[src/design/sensor_flags_pkg.sv]
/*
 * Constants and carrier types for the event-flag and result slice.
 * Assumes one device clock and that every module imports the whole package.
 */
// Contract
// - Overflow loads response 0x8A, 0x8D or 0x8E
// - Command completion sets status bit five
// - Proximity flags three, two, one in bits 4:2
// - Ambient field bits 1:0, bits 7:6 reserved
// - Interrupt when any flag and enable set
// - Mode 0: flag holds until host writes one
// - Mode 1: sequencer clears, except condition 11
// - Status, visible high, infrared low reset zero
// - Visible word low 0x22, high 0x23
// - Infrared low byte at 0x24
// - Every error code has top bit set
// - Error held, commands ignored until reset or nop
package sensor_flags_pkg;

	// Register offsets on the serial register port
	localparam logic [7:0] response_off    = 8'h20;
	localparam logic [7:0] status_off      = 8'h21;
	localparam logic [7:0] vis_low_off     = 8'h22;
	localparam logic [7:0] vis_high_off    = 8'h23;
	localparam logic [7:0] ir_low_off      = 8'h24;

	// Status field positions
	localparam int         cmd_bit         = 5;
	localparam int         prox_three_bit  = 4;
	localparam int         prox_two_bit    = 3;
	localparam int         prox_one_bit    = 2;
	localparam int         amb_lsb         = 0;
	localparam int         amb_width       = 2;
	localparam logic [7:0] status_wmask    = 8'h3f;

	// Reset values
	localparam logic [7:0] status_rst      = 8'h00;
	localparam logic [7:0] result_rst      = 8'h00;
	localparam logic [7:0] response_rst    = 8'h00;

	// Response codes
	localparam logic [7:0] err_ovf_prox3   = 8'h8a;
	localparam logic [7:0] err_ovf_vis     = 8'h8d;
	localparam logic [7:0] err_ovf_aux     = 8'h8e;
	localparam int         err_flag_bit    = 7;
	localparam logic [1:0] cond_no_autoclr = 2'h3;

	// Host access on the register port
	typedef struct packed {
		logic       wr;
		logic       rd;
		logic [7:0] addr;
		logic [7:0] wdata;
	} reg_req_t;

	// Events raised by the measurement sequencer
	typedef struct packed {
		logic       cmd_done;
		logic [2:0] prox_set;
		logic [1:0] amb_set;
		logic       auto_clear;
	} seq_event_t;

	// Results loaded by the sequencer
	typedef struct packed {
		logic        vis_we;
		logic [15:0] vis_data;
		logic        ir_we;
		logic [7:0]  ir_low;
	} result_wr_t;

	// Converter overflow reports
	typedef struct packed {
		logic prox3;
		logic vis;
		logic aux;
	} overflow_t;

endpackage

[src/design/sensor_event_flags_and_results.sv]
/*
 * Event flags, interrupt output, response register and the first three
 * result bytes of the sensor register map.
 * Assumes the register port and sequencer strobes are synchronous to clock,
 * and that the enable mask and condition fields come from registers elsewhere.
 * Assumes the host never reads and writes in one cycle; if it does, the read
 * returns the value from before the write.
 * Assumes each converter overflow arrives as a single-cycle pulse.
 * Assumes the proximity conditions change only between measurements.
 */
`timescale 1ns/1ps
module sensor_event_flags_and_results
	import sensor_flags_pkg::*;
(
	input  wire logic       clock,
	input  wire logic       nrst,
	input  wire reg_req_t   host_req,
	output logic      [7:0] host_rdata,
	input  wire seq_event_t seq_evt,
	input  wire result_wr_t seq_res,
	input  wire overflow_t  adc_ovf,
	input  wire logic       cmd_valid,
	input  wire logic       cmd_is_clear,
	output logic            cmd_accept,
	input  wire logic       int_mode,
	input  wire logic [5:0] irq_enable,
	input  wire logic [1:0] proximity_event_condition_one,
	input  wire logic [1:0] proximity_event_condition_two,
	input  wire logic [1:0] proximity_event_condition_three,
	output logic            int_out,
	output logic      [7:0] response,
	output logic      [7:0] status
);

	// Address decode; the response register is read-only from the port,
	// so a host write to its offset is dropped rather than decoded
	logic sel_response;
	logic sel_status;
	logic sel_vis_low;
	logic sel_vis_high;
	logic sel_ir_low;
	logic wr_status;

	assign sel_response = (host_req.addr == response_off);
	assign sel_status   = (host_req.addr == status_off);
	assign sel_vis_low  = (host_req.addr == vis_low_off);
	assign sel_vis_high = (host_req.addr == vis_high_off);
	assign sel_ir_low   = (host_req.addr == ir_low_off);
	assign wr_status    = host_req.wr & sel_status;

	// Host clear mask: only ones in defined bits clear, reserved bits dropped
	// Writing zero to a flag bit leaves it alone
	logic [7:0] host_clr_mask;

	assign host_clr_mask = wr_status ? (host_req.wdata & status_wmask) : 8'h00;

	// Sequencer clear only in automatic mode. Mode 0 leaves every flag to
	// the host, the safer choice: an event raised just before an automatic
	// clear would otherwise vanish unseen. A proximity channel in
	// condition 11 stays with the host even in mode 1.
	logic auto_clr;
	logic keep_one;
	logic keep_two;
	logic keep_three;

	assign auto_clr   = int_mode & seq_evt.auto_clear;
	assign keep_one   = (proximity_event_condition_one == cond_no_autoclr);
	assign keep_two   = (proximity_event_condition_two == cond_no_autoclr);
	assign keep_three = (proximity_event_condition_three == cond_no_autoclr);

	// Per-channel sequencer clear strobes
	// Kept as named wires so each exemption is easy to follow
	logic clr_one;
	logic clr_two;
	logic clr_three;

	assign clr_one   = auto_clr & ~keep_one;
	assign clr_two   = auto_clr & ~keep_two;
	assign clr_three = auto_clr & ~keep_three;

	// Flag bits
	// Each flag is one small module, so set-beats-clear is written once
	logic       cmd_flag;
	logic       proximity_one_flag;
	logic       proximity_two_flag;
	logic       proximity_three_flag;
	logic [1:0] ambient_event_field;

	// Command completion flag
	sticky_flag #(
		.w (1)
	) u_cmd_flag (
		.clock    (clock),
		.nrst     (nrst),
		.set_val  (seq_evt.cmd_done),
		.host_clr (host_clr_mask[cmd_bit]),
		.seq_clr  (auto_clr),
		.flag     (cmd_flag)
	);

	// Proximity channels; each clear strobe already honours its condition
	// Proximity channel one
	sticky_flag #(
		.w (1)
	) u_prox_one (
		.clock    (clock),
		.nrst     (nrst),
		.set_val  (seq_evt.prox_set[0]),
		.host_clr (host_clr_mask[prox_one_bit]),
		.seq_clr  (clr_one),
		.flag     (proximity_one_flag)
	);

	// Proximity channel two
	sticky_flag #(
		.w (1)
	) u_prox_two (
		.clock    (clock),
		.nrst     (nrst),
		.set_val  (seq_evt.prox_set[1]),
		.host_clr (host_clr_mask[prox_two_bit]),
		.seq_clr  (clr_two),
		.flag     (proximity_two_flag)
	);

	// Proximity channel three
	sticky_flag #(
		.w (1)
	) u_prox_three (
		.clock    (clock),
		.nrst     (nrst),
		.set_val  (seq_evt.prox_set[2]),
		.host_clr (host_clr_mask[prox_three_bit]),
		.seq_clr  (clr_three),
		.flag     (proximity_three_flag)
	);

	// Ambient field keeps the code last reported until cleared
	// A new code replaces the old one outright; merging bits would invent codes
	sticky_flag #(
		.w (amb_width)
	) u_amb (
		.clock    (clock),
		.nrst     (nrst),
		.set_val  (seq_evt.amb_set),
		.host_clr (host_clr_mask[amb_lsb +: amb_width]),
		.seq_clr  (auto_clr),
		.flag     (ambient_event_field)
	);

	// Status assembly, reserved bits read zero
	// and ignore writes, since the clear mask drops them
	logic [7:0] status_w;

	assign status_w = {2'b00, cmd_flag, proximity_three_flag, proximity_two_flag,
			proximity_one_flag, ambient_event_field};
	assign status   = status_w;

	// Pending events per bit position; any ambient code counts as one
	// Bit 1 has no event of its own: the ambient field is a single event
	logic [5:0] pending;

	assign pending = {cmd_flag, proximity_three_flag, proximity_two_flag,
			proximity_one_flag, 1'b0, |ambient_event_field};

	// Interrupt output from a flop so the pin never glitches
	// The price is one clock of latency after a flag changes
	logic int_r;
	logic int_nxt;

	assign int_nxt = |(pending & irq_enable);

	always_ff @(posedge clock or negedge nrst) begin
		if (!nrst) begin
			int_r <= 1'b0;
		end else begin
			int_r <= int_nxt;
		end
	end

	assign int_out = int_r;

	// Response register: error codes stick until a clearing command.
	// Outside an error, bits 3:0 count executed commands and roll over,
	// so the host can confirm a command ran when its timing is not fixed.
	logic [7:0] response_r;
	logic [7:0] response_nxt;
	logic       err_held;
	logic [7:0] ovf_code;
	logic       ovf_any;
	logic       ovf_load;
	logic       clr_cmd;
	logic       cmd_inc;
	logic [7:0] resp_count;

	assign err_held = response_r[err_flag_bit];
	assign ovf_any  = adc_ovf.prox3 | adc_ovf.vis | adc_ovf.aux;

	// Named terms for the next-value logic; a held error blocks both loads
	assign ovf_load   = ovf_any & ~err_held;
	assign clr_cmd    = cmd_valid & cmd_is_clear;
	assign cmd_inc    = seq_evt.cmd_done & ~err_held;
	assign resp_count = {4'h0, response_r[3:0] + 4'h1};

	// Fixed priority when several converters overflow together:
	// third proximity channel first, then visible light, then auxiliary
	assign ovf_code = adc_ovf.prox3 ? err_ovf_prox3 :
			(adc_ovf.vis ? err_ovf_vis : err_ovf_aux);

	// Commands other than the clearing ones are refused while an error stands
	// Autonomous measurements go on; only commands are refused
	assign cmd_accept = cmd_valid & (~err_held | cmd_is_clear);

	// Overflow beats clear when no error is held, so a same-cycle first error is not lost;
	// an increment never touches an error code
	always_comb begin
		response_nxt = response_r;
		if (ovf_load) begin
			response_nxt = ovf_code;
		end else if (clr_cmd) begin
			response_nxt = response_rst;
		end else if (cmd_inc) begin
			response_nxt = resp_count;
		end
	end

	// Response flop; reset leaves the counter at zero
	always_ff @(posedge clock or negedge nrst) begin
		if (!nrst) begin
			response_r <= response_rst;
		end else begin
			response_r <= response_nxt;
		end
	end

	assign response = response_r;

	// Result bytes; the host must read them before the next overwrite.
	// Both visible bytes load on one strobe, so a word never mixes two runs.
	logic [7:0] vis_low;
	logic [7:0] vis_high;
	logic [7:0] ir_low;
	logic       wr_vis_low;
	logic       wr_vis_high;
	logic       wr_ir_low;

	assign wr_vis_low  = host_req.wr & sel_vis_low;
	assign wr_vis_high = host_req.wr & sel_vis_high;
	assign wr_ir_low   = host_req.wr & sel_ir_low;

	// Visible word, low byte
	result_byte u_vis_low (
		.clock     (clock),
		.nrst      (nrst),
		.seq_we    (seq_res.vis_we),
		.seq_data  (seq_res.vis_data[7:0]),
		.host_we   (wr_vis_low),
		.host_data (host_req.wdata),
		.value     (vis_low)
	);

	// Visible word, high byte
	result_byte u_vis_high (
		.clock     (clock),
		.nrst      (nrst),
		.seq_we    (seq_res.vis_we),
		.seq_data  (seq_res.vis_data[15:8]),
		.host_we   (wr_vis_high),
		.host_data (host_req.wdata),
		.value     (vis_high)
	);

	// Infrared word, low byte
	result_byte u_ir_low (
		.clock     (clock),
		.nrst      (nrst),
		.seq_we    (seq_res.ir_we),
		.seq_data  (seq_res.ir_low),
		.host_we   (wr_ir_low),
		.host_data (host_req.wdata),
		.value     (ir_low)
	);

	// Read mux; unmapped addresses read zero
	// Reads have no side effect; flags clear only on an explicit write or, in mode 1, a sequencer clear
	logic [7:0] rd_mux;

	assign rd_mux = sel_response ? response_r :
			sel_status   ? status_w   :
			sel_vis_low  ? vis_low    :
			sel_vis_high ? vis_high   :
			sel_ir_low   ? ir_low     : 8'h00;

	// Read data is captured on the read strobe and held until the next read
	// Unread data stays put, so a slow host still sees a steady byte
	logic [7:0] rdata_r;

	always_ff @(posedge clock or negedge nrst) begin
		if (!nrst) begin
			rdata_r <= 8'h00;
		end else if (host_req.rd) begin
			rdata_r <= rd_mux;
		end
	end

	assign host_rdata = rdata_r;

endmodule

[src/design/sticky_flag.sv]
/*
 * Sticky event flag of parameterised width with host write-one-to-clear
 * and a sequencer clear. Assumes set and clear pulses are clock synchronous.
 */
`timescale 1ns/1ps
module sticky_flag
	import sensor_flags_pkg::*;
#(
	parameter int w = 1
) (
	input  wire logic         clock,
	input  wire logic         nrst,
	input  wire logic [w-1:0] set_val,
	input  wire logic [w-1:0] host_clr,
	input  wire logic         seq_clr,
	output logic      [w-1:0] flag
);

	logic [w-1:0] flag_r;
	logic [w-1:0] flag_nxt;

	// New events win over any clear in the same cycle
	assign flag_nxt = (set_val != '0) ? set_val : (flag_r & ~host_clr & ~{w{seq_clr}});
	assign flag     = flag_r;

	// Zero is the idle state after reset
	always_ff @(posedge clock or negedge nrst) begin
		if (!nrst) begin
			flag_r <= '0;
		end else begin
			flag_r <= flag_nxt;
		end
	end

endmodule

[src/design/result_byte.sv]
/*
 * One result byte: loaded by the sequencer, writable by the host.
 * Assumes the sequencer load and host write may coincide.
 */
`timescale 1ns/1ps
module result_byte
	import sensor_flags_pkg::*;
(
	input  wire logic       clock,
	input  wire logic       nrst,
	input  wire logic       seq_we,
	input  wire logic [7:0] seq_data,
	input  wire logic       host_we,
	input  wire logic [7:0] host_data,
	output logic      [7:0] value
);

	logic [7:0] value_r;

	// Fresh measurement takes priority over a host write
	always_ff @(posedge clock or negedge nrst) begin
		if (!nrst) begin
			value_r <= result_rst;
		end else if (seq_we) begin
			value_r <= seq_data;
		end else if (host_we) begin
			value_r <= host_data;
		end
	end

	assign value = value_r;

endmodule

[config.mk]
export PLATFORM = sky130hd
export DESIGN_NAME = sensor_event_flags_and_results
export DESIGN_NICKNAME = d
export VERILOG_FILES = /design/src/design/sensor_flags_pkg.sv /design/src/design/sensor_event_flags_and_results.sv /design/src/design/sticky_flag.sv /design/src/design/result_byte.sv
export SDC_FILE = /design/constraint.sdc
export NUM_CORES = 1
export LEC_CHECK = 0
export ABC_CLOCK_PERIOD_IN_PS = 3300
export BUFFER_PORTS_ARGS = -buffer_cell sky130_fd_sc_hd__buf_2
export CORE_ASPECT_RATIO = 0.7
export CORE_MARGIN = 3
export CORE_UTILIZATION = 38
export DETAILED_ROUTE_END_ITERATION = 16
export PLACE_DENSITY_LB_ADDON = 0.1
export SYNTH_ARGS = -nofsm -noshare
export SYNTH_HDL_FRONTEND = slang
export SYNTH_SLANG_ARGS = --single-unit
[constraint.sdc]
create_clock -name clock -period 3.3 [get_ports clock]
set_input_delay 0.33 -clock clock [delete_from_list [all_inputs] [get_ports clock]]
set_output_delay 0.33 -clock clock [all_outputs]
set_load 0.02 [all_outputs]
==> flow_metrics.py, run 1 <==
metrics = {
    "run_status": {
        "outcome": "finished clean",
    },
    "floorplan": {
        "die_h_um": 74.49,
        "fp.coreArea_um2": 6366,
        "dieArea_um2": 7734,
        "initial_core_util": 0.4000,
        "dieWidth_um": 103.8,
        "io_pins": 97,
        "std_cell_rows": 24,
    },
    "clocking": {
        "cts_resized": 0,
        "cts_tree": "yes",
        "clock-sinks": 44,
        "htreeDepth": 2,
        "insertion_delay_ns": 0.30,
        "path_clk_slew_ns": 0.09,
        "cts_hold_buffers": 0,
        "numCtsBuffers": 5,
        "post_cts_buffers": 0,
        "ctsLongestPathBuffers": 2,
        "clock-root-buffer": "clkbuf_8",
    },
    "timing": {
        "setup_tns_ns": 0,
        "slew-limit-headroom": 0.3269,
        "rsz0062_at_grt": "false",
        "slew_viol_final": 0,
        "period_minus_slack_ns": 1.789,
        "max_freq_mhz": 559.1,
        "tightest_slew_ns": 1.010,
        "timing.final.crit_share": 0.5420,
        "final_hold_viol_count": 0,
        "skew_ns": 0.009071,
        "setup_viol": 0,
        "hold_ws_ns": 0.2028,
    },
    "power": {
        "switching_share": 0.3222,
        "intPower_mw": 0.9488,
        "p_comb_frac": 0.279,
        "power.density_nw_per_um2": 450.6,
        "peakVddDrop_mv": 0.1697,
        "power_switching_mw": 0.4510,
        "clock_power_share": 0.251,
        "power_mw": 1.400,
        "p_leak_nw": 1.425,
        "seqPwrFrac": 0.471,
    },
    "finish": {
        "drive_gt1_frac": 0.4762,
        "nFillCells": 635,
        "fin_cells": 406,
        "final_nets": 386,
        "diodes": 0,
        "areaGrowthSynthToFinish_pct": 22.01,
        "post-route-util": 0.4880,
    },
    "grt": {
        "grt_pass1_vias": 1919,
        "grt_pass1_wl_um": 10060,
        "grt_max_degree": 45,
        "antenna_found_initial": 0,
        "grt_util_all_layers": 0.1686,
        "overflow": 0,
    },
    "logic_synthesis": {
        "ys_seq_area_frac": 0.4324,
        "netlist_top_cells_area": "dfrtp_1 43%, mux2_2 19%, mux2_1 3.5%",
        "synthFlopType": "dfrtp_1",
        "synth_top_area_share": 0.4324,
        "synth.most_common_cell": "dfrtp_1",
        "syn-cell-area_um2": 2546,
        "synth_area_leader_cell": "dfrtp_1",
        "synthArstFlopShare": 1.000,
        "synth-seq-cells": 44,
        "synthTopCellsByCount": "44 x dfrtp_1, 43 x mux2_2, 16 x nand2_1, 13 x inv_1",
        "synth_cell_types": 42,
        "syn_inst": 232,
        "synth_edf_count": 0,
        "yosys_warnings": 0,
        "syn_avg_cell_area_um2": 10.97,
    },
    "worst_hold_path": {
        "hold_class": "in2async",
    },
    "flow_run": {
        "cap_viol_max_count": 0,
    },
    "routing": {
        "post_drt_wl_per_cell_um": 16.30,
        "avgViaCountPerCell": 5.034,
        "via_count": 2044,
        "drt_pass1_iterations": 4,
        "top_layer": "met4",
        "drt-met1-wl_um": 3472,
        "route.met2.wl_um": 2723,
        "final_antenna_net_count": 0,
        "drt_wl_total_um": 6618,
        "met3_length_um": 366,
        "drc": 0,
        "drtIter0Drc": 146,
    },
    "setup_path": {
        "critPathKind": "in2reg",
        "crit_start": "host_req[8]",
        "crit_fanout": 25,
        "worst_setup_path_start_kind": "input port",
        "cp-end-kind": "flip-flop",
        "r2r_end": "host_rdata[1]$_DFFE_PN0P_",
        "crit_path_end": "u_ir_low.value[3]$_DFFE_PN0P_",
        "arrival_ns": 1.97,
        "r2r_cells": 3,
        "reg2reg_from": "u_vis_low.value[1]$_DFFE_PN0P_",
        "worst_path_largest_cell_delay_ns": 0.53,
        "regToRegSetupSlack_ns": 1.90,
        "slowest_stage": "nor3b_4",
        "cp_data_required_time_ns": 3.48,
        "worstPathCellList": "buf_2 -> nor3b_4 -> nand3_4 -> mux2_1 -> mux2_2",
    },
    "placed_design": {
        "place_hpwl_um": 5009,
        "place_congestion": 0.8157,
        "dp_cells": 398,
        "io_buffers": 90,
    },
}
==> sequential cells by signal (all words and copies together) (netlist names) <==
name and count:
host_rdata 8, int_out 1, response 5, u_amb.flag 2
u_cmd_flag.flag 1, u_ir_low.value 8, u_prox_one.flag 1, u_prox_three.flag 1
u_prox_two.flag 1, u_vis_high.value 8, u_vis_low.value 8
==> placed cells by master (no fill, tap or decap), types with 2 or more instances in the layout <==
master,netlist,routed
buf_2,3,90
dfrtp_1,44,44
mux2_2,43,43
nand2_1,16,16
inv_1,13,13
nand3_1,10,10
mux2_1,8,8
o22ai_1,8,8
o21ai_0,6,6
nand2b_1,6,6
clkbuf_8,0,6
a21oi_1,5,5
conb_1,1,5
a22oi_1,4,4
a31o_2,4,4
nand4_1,4,4
a21o_1,3,3
nor2b_1,3,3
a222oi_1,3,3
nor3b_4,2,2
and2_1,2,2
a41o_1,2,2
a31oi_1,2,2
and2b_1,2,2
nor3b_1,2,2
nand3b_1,2,2
nor3_1,2,2
a221oi_1,2,2
xor2_1,2,2
clkbuf_1,5,2
==> kinds of logic after synthesis <==
logic type      after synthesis  synth area share
simple gates                 56            0.1405
mux                          51            0.2256
compound gates               44            0.1233
flops                        44            0.4324
buf+inv                      33           0.06487
xor+xnor                      2          0.006881
fa+ha+maj                     1          0.004913
other cells                   1          0.001473
==> how the worst min path moves through the flow <==
| stage | start | endpoint | slack, ns |
|---|---|---|---|
| final | nrst | response[2]$_DFFE_PN0P_ | 0.20 |
| after detailed placement | host_rdata[3]$_DFFE_PN0P_ | host_rdata[3]$_DFFE_PN0P_ | 0.52 |
| after floorplan | nrst | host_rdata[0]$_DFFE_PN0P_ | 0.03 |
| after global placement | host_rdata[7]$_DFFE_PN0P_ | host_rdata[7]$_DFFE_PN0P_ | 0.51 |
| after CTS | seq_evt[5] | u_prox_three.flag$_DFF_PN0_ | 0.22 |
| after global routing | seq_evt[4] | u_prox_two.flag$_DFF_PN0_ | 0.22 |
==> power groups by stage <==
stage          clock (mW)  combinational (mW)  sequential (mW)
6_report            0.351               0.390            0.659
2_1_floorplan           0               0.219            0.697
5_1_grt             0.378               0.436            0.666
3_5_place_dp            0               0.393            0.669
3_3_place_gp            0               0.391            0.668
4_1_cts             0.362               0.394            0.658
==> stage by stage <==
step           worst slack [ns]  cell area, um^2
4_1_cts                   1.510             3107
6_report                  1.511             3107
3_5_place_dp              1.193             3017
2_1_floorplan             1.587             2561
5_1_grt                   1.406             3107
3_3_place_gp              1.186             3017
==> routing by layer <==
metal	track usage	vias up
li1	-	1008
met1	0.2570	969
met2	0.2412	60
met3	0.03990	7
met4	0.03982	0
met5	0	-
==> cell type report <==
cell class	count	area, um^2	area share
well taps	91	113.9	0.03665
repair buffers	91	457.9	0.1474
multi-input cells	159	1295	0.4168
inverters	13	48.80	0.01571
flip-flops and latches	44	1101	0.3544
clock buffers	8	90.09	0.02900
==> critical path, delay by kind of cell <==
kind	cells	cell delay [ns]
buffers and inverters	1	0.27
multiplexers	2	0.62
AND/OR/NAND/NOR	2	0.75
Power figures use the tool's default switching activity.
==> inputs of run 2 (changes only) <==
--- a/config.mk
+++ b/config.mk
@@ -5,7 +5,7 @@
 export SDC_FILE = /design/constraint.sdc
 export NUM_CORES = 1
 export LEC_CHECK = 0
-export ABC_CLOCK_PERIOD_IN_PS = 3300
+export ABC_CLOCK_PERIOD_IN_PS = 1440
 export BUFFER_PORTS_ARGS = -buffer_cell sky130_fd_sc_hd__buf_2
 export CORE_ASPECT_RATIO = 0.7
 export CORE_MARGIN = 3
==> constraint.sdc (replaced) <==
create_clock -name clock -period 1.44 [get_ports clock]
set_input_delay 0.144 -clock clock [delete_from_list [all_inputs] [get_ports clock]]
set_output_delay 0.144 -clock clock [all_outputs]
set_load 0.02 [all_outputs]
==> flow_metrics.py, run 2 (synthesis gave the netlist of run 1 again) <==
metrics = {
    "timing": {
        "timing.final.crit_share": 0.9226,
        "setup_viol": 0,
        "slew-limit-headroom": 0.4082,
        "slew_viol_final": 0,
        "tightest_slew_ns": 0.8802,
        "skew_ns": 0.003201,
        "rsz0062_at_grt": "false",
        "period_minus_slack_ns": 1.329,
        "final_hold_viol_count": 0,
        "max_freq_mhz": 752.7,
    },
    "routing": {
        "drt_pass1_iterations": 7,
        "drtIter0Drc": 122,
        "drt_wl_total_um": 7008,
        "final_antenna_net_count": 0,
        "avgViaCountPerCell": 5.042,
        "drc": 0,
        "via_count": 2183,
        "post_drt_wl_per_cell_um": 16.18,
    },
    "finish": {
        "final_nets": 413,
        "final_cell_mix": "90 x buf_2, 44 x dfrtp_1, 43 x mux2_2",
        "areaGrowthSynthToFinish_pct": 31.70,
        "seq_area_um2": 1101,
        "finish.instance_area_um2": 3353,
        "post-route-util": 0.5267,
        "diodes": 0,
        "final_common_cell": "buf_2",
        "nFillCells": 610,
        "multiInputGateArea_um2": 1324,
        "drive_gt1_frac": 0.5322,
    },
    "setup_path": {
        "path_buf_inv": 2,
        "crit_fanout": 8,
        "critPathKind": "in2reg",
        "cp_data_required_time_ns": 1.62,
        "worst_path_largest_cell_delay_ns": 0.34,
        "regToRegSetupSlack_ns": 0.11,
        "arrival_ns": 1.51,
        "cp-end-kind": "flip-flop",
        "worst_setup_path_start_kind": "input port",
        "worstPathCellList": "buf_2 -> nor3b_4 -> buf_4 -> nand3_4 -> mux2_4 -> mux2_2",
        "crit_family": "multiplexers",
        "slowest_stage": "mux2_4",
    },
    "power": {
        "intPower_mw": 2.256,
        "switching_share": 0.3212,
        "p_leak_nw": 1.594,
        "peakVddDrop_mv": 0.4038,
        "power.density_nw_per_um2": 991.0,
        "power_switching_mw": 1.067,
        "seqPwrFrac": 0.451,
        "p_comb_frac": 0.307,
        "clock_power_share": 0.242,
    },
    "grt": {
        "grt_max_degree": 45,
        "antenna_found_initial": 0,
        "grt_util_all_layers": 0.1864,
        "grt_pass1_vias": 2083,
        "overflow": 0,
        "grt_pass1_wl_um": 11100,
    },
    "placed_design": {
        "place_congestion": 0.8451,
        "place_hpwl_um": 5491,
        "placed_area_um2": 3253,
        "io_buffers": 90,
    },
    "clocking": {
        "clock-root-buffer": "clkbuf_8",
        "clock-sinks": 44,
        "cts_tree": "yes",
        "path_clk_slew_ns": 0.08,
        "htreeDepth": 2,
        "insertion_delay_ns": 0.29,
        "post_cts_buffers": 0,
        "cts_resized": 0,
        "ctsLongestPathBuffers": 2,
        "numCtsBuffers": 5,
    },
    "floorplan": {
        "fp.coreArea_um2": 6366,
        "die_h_um": 74.49,
        "dieWidth_um": 103.8,
        "initial_core_util": 0.4000,
        "dieArea_um2": 7734,
        "io_pins": 97,
        "std_cell_rows": 24,
    },
    "worst_hold_path": {
        "hold_class": "in2reg",
    },
    "run_status": {
        "outcome": "finished clean",
    },
    "flow_run": {
        "cap_viol_max_count": 0,
    },
}
## run 2: cell types whose count changed in the layout (fill, tap and decap cells not counted)
cell,delta
mux2_4,+6
mux2_1,-6
buf_4,+25
buf_12,+1
nor3b_4,+1
nor3b_2,-1
dlygate4sd3_1,+1
## run 2: path summary, 6_finish.rpt
| kind | from | endpoint | cells after the start |
|---|---|---|---|
| worst min-delay path | seq_evt[3] | u_prox_one.flag$_DFF_PN0_ | 2 |
| worst max register to register | u_vis_high.value[1]$_DFFE_PN0P_ | host_rdata[1]$_DFFE_PN0P_ | 4 |
| max in group asynchronous | nrst | u_ir_low.value[7]$_DFFE_PN0P_ | 3 |
| worst max-delay path | host_req[14] | u_ir_low.value[3]$_DFFE_PN0P_ | 6 |
| worst min register to register | host_rdata[7]$_DFFE_PN0P_ | host_rdata[7]$_DFFE_PN0P_ | 2 |
| min in group asynchronous | nrst | host_rdata[7]$_DFFE_PN0P_ | 3 |
## run 2: through the flow
step | total power, mW | TNS [ns] | worst slack, ns | hold slack (ns) | std cells
2_1_floorplan | 2.118 | -0.5241 | -0.06719 | -0.1516 | 236
3_3_place_gp | 2.523 | -2.956 | -0.1542 | 0.1497 | 424
3_5_place_dp | 2.541 | -3.132 | -0.1769 | 0.1460 | 424
4_1_cts | 3.358 | 0 | 0.08968 | 0.03353 | 433
5_1_grt | 3.522 | 0 | 0.001410 | 0.03083 | 433
6_report | 3.323 | 0 | 0.1114 | 0.03885 | 433
## run 2: power by group through the flow
stage | Clock [mW] | Sequential [mW] | Combinational (mW)
floorplan | 0 | 1.60 | 0.520
global placement | 0 | 1.52 | 1.01
detailed placement | 0 | 1.52 | 1.02
CTS | 0.834 | 1.50 | 1.02
global route | 0.875 | 1.53 | 1.12
finish | 0.806 | 1.50 | 1.02
## run 2: cell type report
cell class	count	share of cell area
multi-input cells	159	0.3948
inverters	13	0.01455
clock buffers	8	0.02687
flip-flops and latches	44	0.3284
well taps	91	0.03396
repair buffers	118	0.2015
## run 2: layer usage
metal  wire, um  track usage  up-vias  part of all wire
met5          0            0        -                 0
li1           -            -     1049                 -
met2       2789       0.2570      100              0.40
met4         47      0.04425        0            0.0067
met3        618      0.04510        7             0.088
met1       3552       0.2904     1027              0.51
## run 2: what timing repair did
item | in CTS | in global routing
endpoints found under the setup margin | 0 | 1
hold buffers | 1 | 0
endpoints found under the hold margin | 44 | 0
## run 2: worst register-to-register path, cell delays in order (launching register included)
cell and delay, ns:
dfrtp_1 0.38, mux2_2 0.28, a222oi_1 0.33, buf_4 0.18
o22ai_1 0.05
